$ cat config.mk
export PLATFORM = sky130hd
export DESIGN_NAME = spi_master_usart
export DESIGN_NICKNAME = d
export VERILOG_FILES = /design/src/hdl/spi_master_usart.v
export VERILOG_INCLUDE_DIRS = /design/src /design/src/hdl
export SDC_FILE = /design/constraint.sdc
export NUM_CORES = 1
export LEC_CHECK = 0
export ABC_AREA = 1
export BUFFER_PORTS_ARGS = -buffer_cell sky130_fd_sc_hd__buf_2
export CAP_MARGIN = 20
export CORE_UTILIZATION = 50
export CTS_CLUSTER_SIZE = 30
export DETAILED_ROUTE_END_ITERATION = 8
export MAX_ROUTING_LAYER = met4
export PLACE_DENSITY = 0.74
export SYNTH_ARGS = -nofsm -noshare
export SYNTH_HDL_FRONTEND = slang
export SYNTH_SLANG_ARGS = --single-unit
$ cat constraint.sdc
create_clock -name core_clk -period 2.3 [get_ports core_clk]
set_clock_uncertainty 0.1 [all_clocks]
set_input_delay 0.46 -clock core_clk [delete_from_list [all_inputs] [get_ports core_clk]]
set_output_delay 0.46 -clock core_clk [all_outputs]
set_load 0.01 [all_outputs]
$ cat src/hdl/spi_master_usart_consts.vh
// register map, field positions and reset values of the master spi port
`ifndef SPI_MASTER_USART_CONSTS_VH
`define SPI_MASTER_USART_CONSTS_VH
`define ADDR_STATUS      3'h0
`define ADDR_ENABLE      3'h1
`define ADDR_FORMAT      3'h2
`define ADDR_DATA        3'h3
`define ADDR_BAUD_LO     3'h4
`define ADDR_BAUD_HI     3'h5
`define ADDR_GLOBAL_IRQ  3'h6
`define ADDR_PORT_CTRL   3'h7
`define ST_RXC           7
`define ST_TXC           6
`define ST_UDRE          5
`define EN_RXCIE         7
`define EN_TXCIE         6
`define EN_BUFFER_EMPTY_IRQ_ENABLE_BIT         5
`define EN_RXEN          4
`define EN_TXEN          3
`define FMT_MODE_HI      7
`define FMT_MODE_LO      6
`define FMT_ORDER        2
`define FMT_PHASE        1
`define FMT_POLARITY     0
`define MODE_MSPI        2'h3
`define ENABLE_WMASK     8'hf8
`define FORMAT_WMASK     8'hc7
`define ENABLE_RESET     8'h00
`define FORMAT_RESET     8'h00
`define BAUD_RESET       12'h000
`define BYTE_ZERO        8'h00
`define FRAME_BITS       4'h8
`define RX_DEPTH         2'h2
`endif

$ cat src/hdl/spi_master_usart.v
// master-only spi port of a serial unit, with its register file
//
// The placing of the registers and the strobed register port are this design's own decisions.
`timescale 1ns/1ns
`include "spi_master_usart_consts.vh"

// Behaviour
// - master spi mode runs only when mode-select field equals binary 11
// - receive-complete flag high while receive buffer holds unread data
// - disabling receiver flushes receive buffer and clears receive-complete
// - transmit-complete sets when frame done and transmit buffer empty
// - transmit-complete clears on interrupt service or writing one to it
// - buffer-empty flag set when buffer can accept byte; one after reset
// - interrupt only if source enable, global flag and source flag set
// - receiver enable turns receiver on and takes the serial-input pin
// - transmitter enable turns transmitter on and takes serial-output pin
// - disabled transmitter finishes shift and buffer before releasing pin
// - order bit one sends least significant bit first, else most
// - phase bit picks sampling on leading or trailing clock edge
// - polarity bit sets clock idle level; four standard spi modes
// - order, phase, polarity accepted in the write selecting master mode
// - transmitter double buffered; queued byte follows without a gap
// - receiver holds one extra buffered byte while next arrives
// - master only: drives data out and clock, samples data in, no select
// - no write-collision flag and no double-speed bit
// - frames are eight bits; receiver and transmitter share bit order
// - data write starts a transfer that sends and receives one byte
// - on receive overflow the newest byte is dropped, older ones kept
// - frame-error, overrun and parity-error bits always read zero
module spi_master_usart #(
  parameter BAUD_W = 12
) (
  // clock and reset
  input  wire       core_clk,
  input  wire       reset_n,
  // register port
  input  wire [2:0] regAddr,
  input  wire [7:0] regWrData,
  input  wire       regWrite,
  input  wire       regRead,
  output reg  [7:0] regRdData,
  // interrupt service acknowledges
  input  wire       txcIrqAck,
  // interrupt requests
  output wire       rxcIrq,
  output wire       txcIrq,
  output wire       udreIrq,
  // serial pins
  input  wire       serialIn,
  output reg        serialOut,
  output wire       serialOutEn_n,
  output reg        transferClk,
  output wire       transferClkEn_n,
  output wire       serialInOwned
);

  // register state
  reg  [7:0]        enableCtrl_ff;
  reg  [7:0]        modeFormat_ff;
  reg  [BAUD_W-1:0] baud_ff;
  reg               globalIrq_ff;
  reg               clkPinDir_ff;
  reg               txc_ff;
  reg  [7:0]        txBuf_ff;
  reg               txBufFull_ff;
  reg  [7:0]        txShift_ff;
  reg  [7:0]        rxShift_ff;
  reg               busy_ff;
  reg  [3:0]        bitCnt_ff;
  reg               secondHalf_ff;
  reg  [BAUD_W-1:0] divCnt_ff;
  reg  [7:0]        rxBuf0_ff;
  reg  [7:0]        rxBuf1_ff;
  reg  [1:0]        rxCount_ff;
  reg               txOwn_ff;
  reg               inSync1_ff;
  reg               inSync2_ff;

  wire mspiOn = modeFormat_ff[`FMT_MODE_HI:`FMT_MODE_LO] == `MODE_MSPI;
  wire rxEn     = enableCtrl_ff[`EN_RXEN];
  wire txEn     = enableCtrl_ff[`EN_TXEN];
  wire lsbFirst = modeFormat_ff[`FMT_ORDER];
  wire cpha     = modeFormat_ff[`FMT_PHASE];
  wire cpol     = modeFormat_ff[`FMT_POLARITY];
  wire rxc      = rxCount_ff != 2'h0;
  wire udre     = !txBufFull_ff;
  wire wrData   = regWrite && regAddr == `ADDR_DATA;
  wire rdData   = regRead && regAddr == `ADDR_DATA;
  wire halfTick = busy_ff && divCnt_ff == {BAUD_W{1'b0}};
  wire lastEdge = halfTick && secondHalf_ff && bitCnt_ff == `FRAME_BITS - 4'h1;
  wire startNow = mspiOn && (txEn || txOwn_ff) && txBufFull_ff
                  && (!busy_ff || lastEdge);
  wire [7:0] rxNext = lsbFirst ? {inSync2_ff, rxShift_ff[7:1]}
                               : {rxShift_ff[6:0], inSync2_ff};

  // edge roles inside a bit: sample edge shifts in, setup edge shifts out
  wire       sampleEdge = secondHalf_ff == cpha;
  wire       txOutBit   = lsbFirst ? txShift_ff[0] : txShift_ff[7];
  wire [7:0] txShifted  = lsbFirst ? {1'b0, txShift_ff[7:1]}
                                   : {txShift_ff[6:0], 1'b0};

  // shifter image at frame start; phase zero has its first bit out already
  reg  [7:0] txPreload;
  always @*
  begin
    txPreload = txBuf_ff;
    case ({cpha, lsbFirst})
      2'b00:
        txPreload = {txBuf_ff[6:0], 1'b0};
      2'b01:
        txPreload = {1'b0, txBuf_ff[7:1]};
      default:
        txPreload = txBuf_ff;
    endcase
  end

  // interrupt gating
  assign rxcIrq  = enableCtrl_ff[`EN_RXCIE] && globalIrq_ff && rxc;
  assign txcIrq  = enableCtrl_ff[`EN_TXCIE] && globalIrq_ff && txc_ff;
  assign udreIrq = enableCtrl_ff[`EN_BUFFER_EMPTY_IRQ_ENABLE_BIT] && globalIrq_ff && udre;

  // pin ownership
  assign serialOutEn_n   = !(txOwn_ff && mspiOn);
  assign transferClkEn_n = !(clkPinDir_ff && mspiOn);
  assign serialInOwned   = rxEn && mspiOn;

  // serial input synchroniser
  always @(posedge core_clk or negedge reset_n)
  begin
    if (!reset_n)
    begin
      inSync1_ff <= 1'b0;
      inSync2_ff <= 1'b0;
    end
    else
    begin
      inSync1_ff <= serialIn;
      inSync2_ff <= inSync1_ff;
    end
  end

  // control registers
  always @(posedge core_clk or negedge reset_n)
  begin
    if (!reset_n)
    begin
      enableCtrl_ff <= `ENABLE_RESET;
      modeFormat_ff <= `FORMAT_RESET;
      baud_ff       <= `BAUD_RESET;
      globalIrq_ff  <= 1'b0;
      clkPinDir_ff  <= 1'b0;
    end
    else if (regWrite)
    begin
      case (regAddr)
        `ADDR_ENABLE:
          enableCtrl_ff <= regWrData & `ENABLE_WMASK;
        `ADDR_FORMAT:
          modeFormat_ff <= regWrData & `FORMAT_WMASK;
        `ADDR_BAUD_LO:
          baud_ff[7:0] <= regWrData;
        `ADDR_BAUD_HI:
          baud_ff[BAUD_W-1:8] <= regWrData[BAUD_W-9:0];
        `ADDR_GLOBAL_IRQ:
          globalIrq_ff <= regWrData[0];
        `ADDR_PORT_CTRL:
          clkPinDir_ff <= regWrData[0];
        default:
          ;
      endcase
    end
  end

  // transmit buffer, complete flag and pin hold
  always @(posedge core_clk or negedge reset_n)
  begin
    if (!reset_n)
    begin
      txBuf_ff     <= `BYTE_ZERO;
      txBufFull_ff <= 1'b0;
      txc_ff       <= 1'b0;
      txOwn_ff     <= 1'b0;
    end
    else
    begin
      if (wrData && !txBufFull_ff && mspiOn && txEn)
      begin
        txBuf_ff     <= regWrData;
        txBufFull_ff <= 1'b1;
      end
      else if (startNow)
        txBufFull_ff <= 1'b0;
      if (lastEdge && !txBufFull_ff)
        txc_ff <= 1'b1;
      else if (txcIrqAck || (regWrite && regAddr == `ADDR_STATUS
               && regWrData[`ST_TXC]))
        txc_ff <= 1'b0;
      if (txEn)
        txOwn_ff <= 1'b1;
      else if (!busy_ff && !txBufFull_ff)
        txOwn_ff <= 1'b0;
    end
  end

  // shift engine
  always @(posedge core_clk or negedge reset_n)
  begin
    if (!reset_n)
    begin
      busy_ff       <= 1'b0;
      bitCnt_ff     <= 4'h0;
      secondHalf_ff <= 1'b0;
      divCnt_ff     <= {BAUD_W{1'b0}};
      txShift_ff    <= `BYTE_ZERO;
      rxShift_ff    <= `BYTE_ZERO;
      serialOut     <= 1'b1;
      transferClk   <= 1'b0;
    end
    else if (startNow)
    begin
      busy_ff       <= 1'b1;
      bitCnt_ff     <= 4'h0;
      secondHalf_ff <= 1'b0;
      divCnt_ff     <= baud_ff;
      transferClk   <= cpol;
      txShift_ff    <= txPreload;
      if (!cpha)
        serialOut <= lsbFirst ? txBuf_ff[0] : txBuf_ff[7];
    end
    else if (!busy_ff)
    begin
      transferClk <= cpol;
      serialOut   <= 1'b1;
    end
    else if (halfTick)
    begin
      divCnt_ff     <= baud_ff;
      secondHalf_ff <= !secondHalf_ff;
      transferClk   <= !transferClk;
      if (sampleEdge)
        rxShift_ff <= rxNext;
      else
      begin
        serialOut  <= txOutBit;
        txShift_ff <= txShifted;
      end
      if (secondHalf_ff)
      begin
        bitCnt_ff <= bitCnt_ff + 4'h1;
        if (bitCnt_ff == `FRAME_BITS - 4'h1)
          busy_ff <= 1'b0;
      end
    end
    else
      divCnt_ff <= divCnt_ff - {{(BAUD_W-1){1'b0}}, 1'b1};
  end

  // receive buffer, two levels
  wire rxPush = lastEdge && rxEn;
  wire rxRoom = rxCount_ff != `RX_DEPTH;
  wire rxPop  = rdData && rxc;
  wire [7:0] rxByte = cpha ? rxNext : rxShift_ff;
  always @(posedge core_clk or negedge reset_n)
  begin
    if (!reset_n)
    begin
      rxBuf0_ff  <= `BYTE_ZERO;
      rxBuf1_ff  <= `BYTE_ZERO;
      rxCount_ff <= 2'h0;
    end
    else if (!rxEn || !mspiOn)
      rxCount_ff <= 2'h0;
    else
    begin
      case ({rxPush && rxRoom, rxPop})
        2'b10:
        begin
          if (rxCount_ff == 2'h0)
            rxBuf0_ff <= rxByte;
          else
            rxBuf1_ff <= rxByte;
          rxCount_ff <= rxCount_ff + 2'h1;
        end
        2'b01:
        begin
          rxBuf0_ff  <= rxBuf1_ff;
          rxCount_ff <= rxCount_ff - 2'h1;
        end
        2'b11:
        begin
          if (rxCount_ff == 2'h1)
            rxBuf0_ff <= rxByte;
          else
          begin
            rxBuf0_ff <= rxBuf1_ff;
            rxBuf1_ff <= rxByte;
          end
        end
        default:
          ;
      endcase
    end
  end

  // read data, one cycle after the strobe
  always @(posedge core_clk or negedge reset_n)
  begin
    if (!reset_n)
      regRdData <= `BYTE_ZERO;
    else if (regRead)
    begin
      case (regAddr)
        `ADDR_STATUS:
          regRdData <= {rxc, txc_ff, udre, 5'h00};
        `ADDR_ENABLE:
          regRdData <= enableCtrl_ff;
        `ADDR_FORMAT:
          regRdData <= modeFormat_ff;
        `ADDR_DATA:
          regRdData <= rxc ? rxBuf0_ff : `BYTE_ZERO;
        `ADDR_BAUD_LO:
          regRdData <= baud_ff[7:0];
        `ADDR_BAUD_HI:
          regRdData <= {{(16-BAUD_W){1'b0}}, baud_ff[BAUD_W-1:8]};
        `ADDR_GLOBAL_IRQ:
          regRdData <= {7'h00, globalIrq_ff};
        `ADDR_PORT_CTRL:
          regRdData <= {7'h00, clkPinDir_ff};
        default:
          regRdData <= `BYTE_ZERO;
      endcase
    end
  end

endmodule

==> impl_metrics.csv <==
group,metric,value,unit
outcome,status,"finished with violations",
outcome,violations,"negative hold slack",
setup_path,critPathMaxFanout,28,
cells_and_area,fin_cells,932,
logic_synthesis,synthSimpleGateAreaFrac,30.00,%
power,peakVddDrop,0.0004445,V
setup_path,worstReg2RegEnd,"txShift_ff[0]",
timing,slew_headroom,58.46,%
cells_and_area,final_cell_mix,"nand2_1, o21ai_0, dfrtp_1, inv_1, nand3_1",
cells_and_area,syn_to_final_growth,10.30,%
grt,overflow,0,
floorplan,dieWidth,107.7,µm
placed_design,dp_slack,0.1704,ns
cts,path_clk_slew,0.10,ns
logic_synthesis,yosys_warnings,0,
logic_synthesis,syn_avg_cell_area,7.401,µm²
route,viasPerCell,5.609,
logic_synthesis,synth_compound_area_share,15.25,%
grt,grt_max_degree,46,
hold_path,hp-class,"primary input to asynchronous set/reset pin",
cts,cts_max_path_buffers,2,
route,postRouteAntennaNets,0,
setup_path,crit_path_start_kind,"register",
timing,period_share,92.69,%
floorplan,rows,38,
timing,holdWs,-0.01675,ns
cells_and_area,antenna_cells,0,
setup_path,worstReg2RegStart,"divCnt_ff[0]",
setup_path,crit_buf_inv,2,
logic_synthesis,synth-main-ff-cell,"dfrtp_1",
floorplan,die_area,0.01160,mm²
timing,fin_tns_setup,0,ns
timing,slew_viol_final,0,
logic_synthesis,synth_mux_area_share,0,%
logic_synthesis,synthArstFlopShare,100.0,%
cells_and_area,drive_above_1_share,11.62,%
job,max_cap_violations,0,
logic_synthesis,synthCells,755,
setup_path,cpMaxStageDelayCell,"dfrtp_1",
logic_synthesis,synth-edff-count,0,
logic_synthesis,synthDistinctLibCells,42,
cts,cts_sinks,99,
placed_design,hpwlAfterDp,10.57,mm
cts,cts_buffers,9,
setup_path,r2r_slack,0.17,ns
timing,fin_ws,0.1682,ns
setup_path,required,2.50,ns
route,drtIter0Drc,462,
logic_synthesis,ys_seq_elements,99,
placed_design,gp_congestion,0.9302,
route,wirelength,14.20,mm
grt,grt_antenna_before_repair,0,
floorplan,start_util,51.55,%
setup_path,crit_type,"register to register",
setup_path,cp_top_family,"simple AND/OR/NAND/NOR gates",
logic_synthesis,syn_area,0.005588,mm²
cts,tritoncts,"yes",
logic_synthesis,syn_nets,778,
timing,rsz0062_at_grt,"true",
logic_synthesis,ys_seq_area_share,44.36,%
timing,fmax,0.4691,GHz
logic_synthesis,synth-xor-area-share,1.097,%
cts,cts_root_buf,"clkbuf_8",
cells_and_area,layout_commonest_cell,"nand2_1",
setup_path,cp.arrival,2.33,ns
timing,fin_crit,2.132,ns
route,num_vias,5228,
power,power.density,819.4,mW/mm²
grt,grt_pass1_vias,4902,
placed_design,placedCellCount,917,
setup_path,cp_slowest_stage_delay,0.40,ns
cts,postCtsSetupRepairBufs,0,
setup_path,setup.worst_path.end_class,"register",
route,wire_per_inst,15.23,µm
cells_and_area,final_nets,811,
setup_path,worst_path_most_repeated_cell,"nand2_1",
setup_path,worstPathCellList,"inv_1, ha_1, nand2_1, nor2_4, nand4_4, nand2_1, nand2_1, buf_4, o21ai_2, nand2_1, nand2_1",
route,drt_first_pass_iters,5,
logic_synthesis,synth_top_family_by_area,"simple AND/OR/NAND/NOR gates",
floorplan,fp.dieH,107.7,µm
cts,cts-htree-levels,3,
floorplan,io_pins,33,
grt,grt_first_pass_wirelength,23.85,mm
timing,setup_viol,0,
setup_path,rr_worst_depth,11,
power,p_leak,0.002989,µW
route,drc,0,
timing,tightest_slew,0.6231,ns
placed_design,io_buffers,32,
timing,hold_viol_final,3,
floorplan,coreArea,0.01084,mm²
cts,insertion_delay,0.37,ns
logic_synthesis,synth_fa_ha_area_share,1.343,%
grt,grt_usage,27.32,%
[cells by family (layout without fill, tap and decap cells)]
logic type / after synthesis / in the layout
fa+ha+maj: 6 / 6
flops: 99 / 99
xor+xnor: 7 / 7
compound gates: 151 / 151
buf+inv: 107 / 144
simple gates: 385 / 385
[metal layers]
| layer | wire length, µm | GRT usage, % | vias up |
|---|---|---|---|
| li1 | - | - | 2523 |
| met1 | 6206 | 36.06 | 2475 |
| met2 | 6865 | 43.77 | 204 |
| met3 | 909 | 4.782 | 26 |
| met4 | 214 | 6.751 | 0 |
| met5 | 0 | - | - |
[flip-flops by register name, indices dropped and copies added, names as in the netlist, 2 cells and up]
name / count
enableCtrl_ff: 5
rxShift_ff: 8
modeFormat_ff: 5
rxCount_ff: 2
bitCnt_ff: 4
txBuf_ff: 8
baud_ff: 12
txShift_ff: 8
rxBuf0_ff: 8
divCnt_ff: 12
regRdData: 8
rxBuf1_ff: 8
[cells in the mapped netlist (5+ instances only)]
| cell type | count | share of area (%) |
|---|---|---|
| nand2_1 | 255 | 17 |
| dfrtp_1 | 98 | 44 |
| o21ai_0 | 98 | 8.8 |
| inv_1 | 77 | 5.2 |
| nand3_1 | 65 | 5.8 |
| nor2_1 | 33 | 2.2 |
| a21oi_1 | 19 | 1.7 |
| clkbuf_1 | 12 | 0.81 |
| o211ai_1 | 10 | 1.3 |
| o22ai_1 | 8 | 0.90 |
| buf_2 | 7 | 0.63 |
| nand4_1 | 7 | 0.78 |
| ha_1 | 6 | 1.3 |
| xor2_1 | 6 | 0.94 |
| nand2_2 | 5 | 0.56 |
| nor2_4 | 5 | 1.0 |
[power by group]
part,switching [µW],internal (µW)
sequential,244,2010
combinational,989,501
clock,595,716
total,1830,3220
[through the flow]
| stage | util [%] | total power, µW | instance area (µm²) |
|---|---|---|---|
| after floorplan | - | 3261 | 5588 |
| after global routing | 56.86 | 5369 | 6163 |
| after detailed placement | 54.64 | 3743 | 5923 |
| after global placement | 54.64 | 3688 | 5923 |
| final | 56.86 | 5050 | 6163 |
| after CTS | 56.76 | 5054 | 6153 |
[repair_timing]
item,CTS,global route
hold endpoints to repair,0,0
resized for setup,0,2
setup endpoints to repair,0,9
hold buffers,0,0
[area by class of cell]
cell class                      instances  area (µm²)
Clock buffer                           10       127.6
Clock inverter                          5       102.6
Fill cell                            1013        4677
Inverter                               83       311.5
Multi-Input combinational cell        549        2675
Sequential cell                        99        2479
Tap cell                              140       175.2
Timing Repair Buffer                   46       292.8
[worst max path at each step]
stage          cells after the start          from       endpoint
3_3_place_gp                      11  divCnt_ff[0]  txShift_ff[1]
5_1_grt                           11  divCnt_ff[0]  txShift_ff[0]
6_report                          11  divCnt_ff[0]  txShift_ff[0]
2_1_floorplan                     11  divCnt_ff[0]  txShift_ff[0]
3_5_place_dp                       9  divCnt_ff[0]   rxBuf1_ff[6]
4_1_cts                            8  divCnt_ff[6]   bitCnt_ff[3]
(Power assumes the default switching activity.)
